===== src/shared/sarop_pkg.sv =====
// Shared constants and types for the converter output port
package sarop_pkg;

   // Result width and frame length
   localparam int RES_W = 18;
   localparam logic [4:0] FRAME_BITS = 5'h12;
   localparam logic [4:0] LAST_BIT = 5'h11;
   localparam int CNT_W = 5;

   // Interface modes on the two mode pins
   localparam logic [1:0] MODE_SERIAL = 2'h3;

   // Bus bit positions of the dual-use serial pins
   localparam int BIT_SDO = 10;
   localparam int BIT_SCLK = 11;
   localparam int BIT_SYNC = 12;
   localparam int BIT_RDERR = 13;
   localparam int BIT_HIGH_LO = 14;
   localparam int BIT_HIGH_HI = 17;
   localparam int BIT_MSB = 17;

   // Internal serial clock: quarter period in system cycles, and phase codes
   localparam int INT_SCLK_HALF = 2;
   localparam logic [1:0] PH_DATA = 2'h0;
   localparam logic [1:0] PH_RISE = 2'h1;
   localparam logic [1:0] PH_FALL = 2'h3;

   // Result FIFO depth
   localparam int FIFO_DEPTH = 16;

   // Pins and straps seen from outside the clock domain
   typedef struct packed {
      logic cs_n;
      logic rd_n;
      logic [1:0] mode;
      logic output_coding_select;
      logic clock_source_select;
      logic sync_polarity_select;
      logic clock_invert_select;
      logic read_timing_or_chain_input;
      logic sclk;
   } sarop_pins_t;

   // Conversion result handed over by the converter core
   typedef struct packed {
      logic valid;
      logic [RES_W-1:0] data;
   } sarop_result_t;

   // Serial read sequencer
   typedef enum logic [1:0] {
      ST_IDLE = 2'b00,
      ST_SHIFT = 2'b01,
      ST_DONE = 2'b10
   } sarop_state_t;

endpackage


===== src/hw/sarop_fifo.sv =====
// Result FIFO between the converter core and the output register
`timescale 1ns/10ps
`default_nettype none
module sarop_fifo #(
   parameter int WIDTH = 18,
   parameter int DEPTH = 16
) (
   input wire logic clock,
   input wire logic reset,
   input wire logic clock_enable,
   input wire logic in_valid,
   input wire logic [WIDTH-1:0] in_data,
   output logic in_ready,
   output logic out_valid,
   output logic [WIDTH-1:0] out_data,
   input wire logic out_ready
);
   localparam int AW = $clog2(DEPTH);
   localparam logic [AW:0] FULL = (AW+1)'(DEPTH);

   logic [WIDTH-1:0] mem [DEPTH];
   logic [AW-1:0] wr_q;
   logic [AW-1:0] rd_q;
   logic [AW:0] count_q;
   logic push;
   logic pop;

   // Handshakes on both sides; full and empty come from the count
   assign push = in_valid && (count_q != FULL);
   assign pop = out_ready && (count_q != '0);
   assign in_ready = (count_q != FULL);
   assign out_valid = (count_q != '0);
   assign out_data = mem[rd_q];

   // Storage and pointers
   always_ff @(posedge clock) begin
      if (reset) begin
         wr_q <= '0;
         rd_q <= '0;
         count_q <= '0;
      end else if (clock_enable) begin
         if (push) begin
            mem[wr_q] <= in_data;
            wr_q <= (wr_q == AW'(DEPTH - 1)) ? '0 : wr_q + AW'(1);
         end
         if (pop) begin
            rd_q <= (rd_q == AW'(DEPTH - 1)) ? '0 : rd_q + AW'(1);
         end
         count_q <= count_q + (AW+1)'(push) - (AW+1)'(pop);
      end
   end
endmodule
`default_nettype wire


===== src/hw/sarop_top.sv =====
// Output port of the converter: busy, parallel bus and serial port
`timescale 1ns/10ps
`default_nettype none
module sarop_top #(
   parameter int RES_W = sarop_pkg::RES_W,
   parameter int FIFO_DEPTH = sarop_pkg::FIFO_DEPTH,
   parameter int INT_SCLK_HALF = sarop_pkg::INT_SCLK_HALF
) (
   input wire logic clock,
   input wire logic reset,
   input wire logic clock_enable,
   input wire logic conv_start,
   input wire sarop_pkg::sarop_result_t conv_result,
   output logic conv_ready,
   output logic busy,
   input wire sarop_pkg::sarop_pins_t pins,
   output logic [RES_W-1:0] bus_out,
   output logic [RES_W-1:0] bus_oe
);
   localparam int DIV_W = $clog2(INT_SCLK_HALF + 1);

   // Whole module state
   typedef struct packed {
      sarop_pkg::sarop_pins_t pin1;
      sarop_pkg::sarop_pins_t pin2;
      logic sclk_prev;
      sarop_pkg::sarop_state_t state;
      logic [RES_W-1:0] result;
      logic [RES_W-1:0] shift;
      logic [sarop_pkg::CNT_W-1:0] bitcnt;
      logic [DIV_W-1:0] div;
      logic [1:0] phase;
      logic sclk_int;
      logic have_data;
      logic busy;
      logic rderr;
      logic conv_ready;
      logic [RES_W-1:0] bus;
      logic [RES_W-1:0] oe;
   } sarop_regs_t;

   sarop_regs_t q;
   sarop_regs_t d;

   logic fifo_in_ready;
   logic fifo_out_valid;
   logic [RES_W-1:0] fifo_out_data;
   logic fifo_pop;

   // Applies the selected output coding to a raw offset-binary result
   function automatic logic [RES_W-1:0] sarop_code(input logic [RES_W-1:0] raw,
                                                  input logic twos);
      logic [RES_W-1:0] r;
      r = raw;
      r[RES_W-1] = raw[RES_W-1] ^ twos;
      return r;
   endfunction

   // Results wait here until the output register is free
   sarop_fifo #(
      .WIDTH(RES_W),
      .DEPTH(FIFO_DEPTH)
   ) u_fifo (
      .clock(clock),
      .reset(reset),
      .clock_enable(clock_enable),
      .in_valid(conv_result.valid),
      .in_data(conv_result.data),
      .in_ready(fifo_in_ready),
      .out_valid(fifo_out_valid),
      .out_data(fifo_out_data),
      .out_ready(fifo_pop)
   );

   // Next-state logic
   always_comb begin
      logic enabled;
      logic serial;
      logic ext;
      logic upd_edge;
      logic div_wrap;
      logic int_start;
      logic reading;
      sarop_pkg::sarop_pins_t p;
      enabled = 1'b0;
      serial = 1'b0;
      ext = 1'b0;
      upd_edge = 1'b0;
      div_wrap = 1'b0;
      int_start = 1'b0;
      reading = 1'b0;
      p = q.pin2;
      d = q;
      fifo_pop = 1'b0;

      // Two-stage synchronisers for every pin
      d.pin1 = pins;
      d.pin2 = q.pin1;
      d.sclk_prev = p.sclk;
      d.rderr = 1'b0;
      d.conv_ready = fifo_in_ready;

      enabled = !p.cs_n && !p.rd_n;
      serial = (p.mode == sarop_pkg::MODE_SERIAL);
      ext = p.clock_source_select;

      // External clock edge that updates data; counted only while selected
      if (p.clock_invert_select) begin
         upd_edge = !p.sclk && q.sclk_prev && !p.cs_n;
      end else begin
         upd_edge = p.sclk && !q.sclk_prev && !p.cs_n;
      end

      // Busy rises on a conversion start unless a result is latched in the same cycle
      if (conv_start) begin
         d.busy = 1'b1;
      end

      reading = (q.state == sarop_pkg::ST_SHIFT);

      // A finished conversion during an unfinished external read loses the data
      if (serial && ext && reading && fifo_out_valid) begin
         d.rderr = 1'b1;
         // Hold off a new read until the host deselects
         d.state = sarop_pkg::ST_DONE;
         reading = 1'b0;
      end

      // Latch the next result when no read holds the register
      if (fifo_out_valid && !reading && !(enabled && q.state == sarop_pkg::ST_DONE)) begin
         fifo_pop = 1'b1;
         d.result = fifo_out_data;
         d.have_data = 1'b1;
         d.busy = 1'b0;
      end

      // Serial read sequencer
      unique case (q.state)
         sarop_pkg::ST_IDLE: begin
            d.sclk_int = 1'b0;
            d.div = '0;
            d.phase = sarop_pkg::PH_DATA;
            // Internal clock waits for end of conversion unless read-timing is high
            int_start = ext || p.read_timing_or_chain_input || !q.busy;
            if (serial && enabled && q.have_data && !fifo_pop && int_start) begin
               d.state = sarop_pkg::ST_SHIFT;
               d.shift = sarop_code(q.result, p.output_coding_select);
               d.bitcnt = '0;
               d.have_data = 1'b0;
            end
         end
         sarop_pkg::ST_SHIFT: begin
            if (!enabled || !serial) begin
               d.state = sarop_pkg::ST_IDLE;
            end else if (ext) begin
               // Shift on each update edge; chain input fills from below
               if (upd_edge) begin
                  d.shift = {q.shift[RES_W-2:0], p.read_timing_or_chain_input};
                  d.bitcnt = q.bitcnt + sarop_pkg::CNT_W'(1);
                  if (q.bitcnt == sarop_pkg::LAST_BIT) begin
                     d.state = sarop_pkg::ST_DONE;
                  end
               end
            end else begin
               // Internal clock: data moves mid-low so both edges see it stable
               div_wrap = (q.div == DIV_W'(INT_SCLK_HALF - 1));
               d.div = div_wrap ? '0 : q.div + DIV_W'(1);
               if (div_wrap) begin
                  d.phase = q.phase + 2'h1;
                  if (q.phase == sarop_pkg::PH_DATA) begin
                     d.sclk_int = 1'b1;
                  end
                  if (q.phase == sarop_pkg::PH_RISE + 2'h1) begin
                     d.sclk_int = 1'b0;
                  end
                  if (q.phase == sarop_pkg::PH_FALL) begin
                     d.bitcnt = q.bitcnt + sarop_pkg::CNT_W'(1);
                     d.shift = {q.shift[RES_W-2:0], 1'b0};
                     if (q.bitcnt == sarop_pkg::LAST_BIT) begin
                        d.state = sarop_pkg::ST_DONE;
                     end
                  end
               end
            end
         end
         sarop_pkg::ST_DONE: begin
            d.sclk_int = 1'b0;
            if (!enabled || !serial) begin
               d.state = sarop_pkg::ST_IDLE;
            end else if (ext && upd_edge) begin
               d.shift = {q.shift[RES_W-2:0], p.read_timing_or_chain_input};
            end
         end
         default: begin
            d.state = sarop_pkg::ST_IDLE;
         end
      endcase

      // Output pins: parallel word, or the serial port on bits ten to thirteen
      d.bus = sarop_code(d.result, p.output_coding_select);
      d.oe = '0;
      if (serial) begin
         d.bus[sarop_pkg::BIT_SDO] = d.shift[sarop_pkg::BIT_MSB];
         d.bus[sarop_pkg::BIT_SCLK] = d.sclk_int ^ p.clock_invert_select;
         d.bus[sarop_pkg::BIT_SYNC] = (d.state == sarop_pkg::ST_SHIFT) ^
                                      p.sync_polarity_select;
         d.bus[sarop_pkg::BIT_RDERR] = d.rderr && ext;
         if (enabled) begin
            d.oe[sarop_pkg::BIT_HIGH_HI:sarop_pkg::BIT_SDO] = '1;
            d.oe[sarop_pkg::BIT_SCLK] = !ext;
            d.oe[sarop_pkg::BIT_SYNC] = !ext;
         end
      end else if (enabled) begin
         d.oe = '1;
      end
      // Disabled bus stays released
   end

   // State register; reset aborts any read and clears busy
   always_ff @(posedge clock) begin
      if (reset) begin
         q <= '0;
         // Synchronisers start at the idle pin levels, so no false select
         q.pin1.cs_n <= 1'b1;
         q.pin1.rd_n <= 1'b1;
         q.pin2.cs_n <= 1'b1;
         q.pin2.rd_n <= 1'b1;
      end else if (clock_enable) begin
         q <= d;
      end
   end

   // Outputs straight from flip-flops
   assign busy = q.busy;
   assign bus_out = q.bus;
   assign bus_oe = q.oe;
   assign conv_ready = q.conv_ready;
endmodule
`default_nettype wire


===== config.mk =====
export PLATFORM = sky130hd
export DESIGN_NAME = sarop_top
export DESIGN_NICKNAME = d
export VERILOG_FILES = /design/src/shared/sarop_pkg.sv /design/src/hw/sarop_fifo.sv /design/src/hw/sarop_top.sv
export SDC_FILE = /design/constraint.sdc
export NUM_CORES = 1
export LEC_CHECK = 0
export BUFFER_PORTS_ARGS = -buffer_cell sky130_fd_sc_hd__buf_4
export CORE_ASPECT_RATIO = 1.5
export CORE_MARGIN = 2
export CORE_UTILIZATION = 27
export CTS_CLUSTER_DIAMETER = 50
export DETAILED_ROUTE_END_ITERATION = 16
export PLACE_DENSITY = 0.38
export SETUP_SLACK_MARGIN = 0.05
export SYNTH_ARGS = -nofsm -noshare
export SYNTH_HDL_FRONTEND = slang
export SYNTH_SLANG_ARGS = --single-unit
export TNS_END_PERCENT = 30

===== constraint.sdc =====
create_clock -name clock -period 6.7 [get_ports clock]
set_input_delay 2.01 -clock clock [delete_from_list [all_inputs] [get_ports clock]]
set_output_delay 2.01 -clock clock [all_outputs]
set_load 0.03 [all_outputs]

==> impl_metrics.yaml <==
clock_network:
  cts_tree: "done"
  clk_latency_ns: 0.57
  cts_made_buffers: 44
  cts_hold_buffers: 0
  clk_path_buf_depth: 3
  root_buffer: "clkbuf_16"
  clock-sinks: 385
  path_clk_slew_ns: 0.06
  post-cts-setup-buffers: 0
  cts.htree.levels: 2
  cts_resized: 0
setup_path:
  timing.reg2reg.setup_slack_ns: 3.20
  cp-start-kind: "input port"
  endpoint_kind: "flip-flop"
  r2r_cells: 13
  path_class: "in2reg"
  path_max_fanout: 64
  cp.arrival_ns: 4.25
  r2r_start: "q[86]$_SDFFE_PP0P_"
  critPathRequiredTime_ns: 7.18
  r2r-end: "u_fifo.count_q[4]$_SDFFE_PP0P_"
routing:
  firstDrtPassIters: 4
  drc: 0
  drt-total-wl_um: 40500
  avgViaCountPerCell: 4.60
  dr.first_iter.drc_count: 414
  wl_per_cell_um: 22.0
  drtAntennaViolNets: 0
  num_vias: 8457
timing:
  rsz0062_at_grt: "false"
  clock.fmax_mhz: 265
  tns_ns: 0
  final-hold-violation-count: 0
  min_period_ns: 3.77
  report.final.slew_viol_count: 0
  setup_viol_count_final: 0
  worst_pin_slew_ns: 1.12
  skew_ns: 0.0157
  post-route-period-util_pct: 56.3
  slew_headroom_pct: 25.0
grt:
  grt_pass1_vias: 8904
  antenna_found_initial: 1
  grt_max_degree: 79
  overflow: 0
  grtUsageTotal_pct: 13.5
  grt_pass1_wl_um: 59500
power:
  total_power_mw: 6.19
  leakage_nw: 6.03
  ir_drop_v: 0.000162
  power_density_mw_per_mm2: 337
logic_synthesis:
  synth_seq_cells: 385
  synthFlopType: "edfxtp_1"
  synth_edf_count: 288
  seq_area_frac_synth_pct: 67.3
  yosys.area.top_type: "edfxtp_1"
  synthTopCellsByArea: "edfxtp_1 55%, dfxtp_1 12%, mux4_2 9.9%"
  yosys.area.top_type_share_pct: 54.9
  synth.most_common_cell: "edfxtp_1"
  syn-num-nets: 1032
  synthCells: 984
  yosys_warnings: 0
  synth_area_mm2: 0.0157
  synth_cell_types: 72
  synthArstFlopShare_pct: 0
  synthTopCellsByCount: "288 x edfxtp_1, 97 x dfxtp_1, 83 x nor2_1"
  syn_avg_cell_area_um2: 16.0
cells_and_area:
  drive_above_1_share_pct: 24.5
  diodes: 0
  nets: 1082
  fin_util_pct: 31.8
  synthToLayoutAreaGrowth_pct: 16.7
  stdcell_area_mm2: 0.0184
placed_design:
  place.gp.congestion: 0.724
  placed_cell_area_mm2: 0.0169
  dp_hpwl_um: 23700
  portBuffers: 70
die:
  die_area_mm2: 0.0603
  start_util_pct: 27.3
  die_w_um: 201
  rows: 108
  dieHeight_um: 300
  boundaryPins: 71
  coreArea_mm2: 0.0577
min_path:
  hold_end: "q[98]$_SDFFE_PP1P_"
  hp-start: "d[98]$_SDFFE_PP1P_"
  hp-class: "reg2reg"
  hold_depth: 1
outcome:
  outcome: "complete, no violations"
job:
  maxCapViolCount: 0
state kept, by name, summed over array words and instances (netlist names), named ones only:
| name | cells |
|---|---|
| u_fifo.wr_q | 4 |
| bus_oe | 3 |
| u_fifo.rd_q | 4 |
| u_fifo.count_q | 5 |
| busy | 1 |
| bus_out | 5 |
| q | 59 |
| d | 11 |
| conv_ready | 1 |
| u_fifo.mem | 288 |
cells by family after synthesis:
kind of cell | share of synthesized area (%)
mux | 14.6
simple gates | 7.16
fa+ha+maj | 1.24
compound gates | 4.99
flops | 67.3
xor+xnor | 0.668
buf+inv | 4.08
worst max path at each step:
| stage | cells past startpoint | start | endpoint |
|---|---|---|---|
| after floorplan | 5 | clock_enable | u_fifo.mem[3][0]$_DFFE_PP_ |
| after global placement | 6 | clock_enable | bus_out[10]$_SDFFE_PP0P_ |
| after detailed placement | 6 | clock_enable | bus_out[10]$_SDFFE_PP0P_ |
| after CTS | 6 | clock_enable | bus_out[10]$_SDFFE_PP0P_ |
| after global routing | 6 | clock_enable | bus_out[10]$_SDFFE_PP0P_ |
| final | 6 | clock_enable | bus_out[10]$_SDFFE_PP0P_ |
per-layer routing:
| metal | vias up | routed length (um) | track usage (%) |
|---|---|---|---|
| li1 | 3883 | - | - |
| met1 | 4374 | 16600 | 15.7 |
| met4 | 2 | 798 | 3.47 |
| met3 | 45 | 1560 | 2.64 |
| met5 | - | 14 | 0 |
| met2 | 153 | 21500 | 25.3 |
layout make-up:
cell class | instances | area (um2)
Fill cell | 5648 | 39300
Sequential cell | 385 | 10600
Clock inverter | 27 | 303
Tap cell | 770 | 963
Timing Repair Buffer | 94 | 706
Clock buffer | 53 | 1190
Multi-Input combinational cell | 496 | 4560
Inverter | 13 | 48.8
stage by stage:
| step | setup WS [ns] | hold WS [ns] | cells |
|---|---|---|---|
| 2_1_floorplan | 2.26 | 0.431 | 984 |
| 3_3_place_gp | 2.38 | 0.456 | 1758 |
| 3_5_place_dp | 2.29 | 0.454 | 1758 |
| 4_1_cts | 2.90 | 0.472 | 1838 |
| 5_1_grt | 2.63 | 0.493 | 1838 |
| 6_report | 2.93 | 0.464 | 1838 |
power by group:
group          total [mW]  switching, mW  internal [mW]
Clock                2.49          0.989           1.50
Sequential           2.71         0.0797           2.63
Combinational       0.992          0.543          0.449
Total                6.19           1.61           4.58
critical path: stages:
cell and delay, ns:
buf_4 0.10, buf_4 0.62, nand2_1 0.71, nor3_1 0.42
a2111oi_0 0.12, a211oi_1 0.24
cell usage in the layout, fill, tap and decap left out, drive strengths merged, types with 2 or more instances in the layout:
cell type,instances
o21bai,2
ha,14
nand2,66
a21o,3
nor2,83
mux2i,31
nor2b,10
or3,4
dfxtp,97
buf,94
a211o,4
a21oi,44
a211oi,9
nor4,4
nor4b,2
a311oi,3
a31oi,3
nand3,9
nor3b,4
and3,4
and2,5
clkinv,17
a221oi,18
o21a,3
nand2b,8
nand4,4
mux4,85
nor3,26
bufinv,6
xor2,5
inv,16
xnor2,7
edfxtp,288
o21ai,13
clkbuf,53
Power figures use the tool's default switching activity.
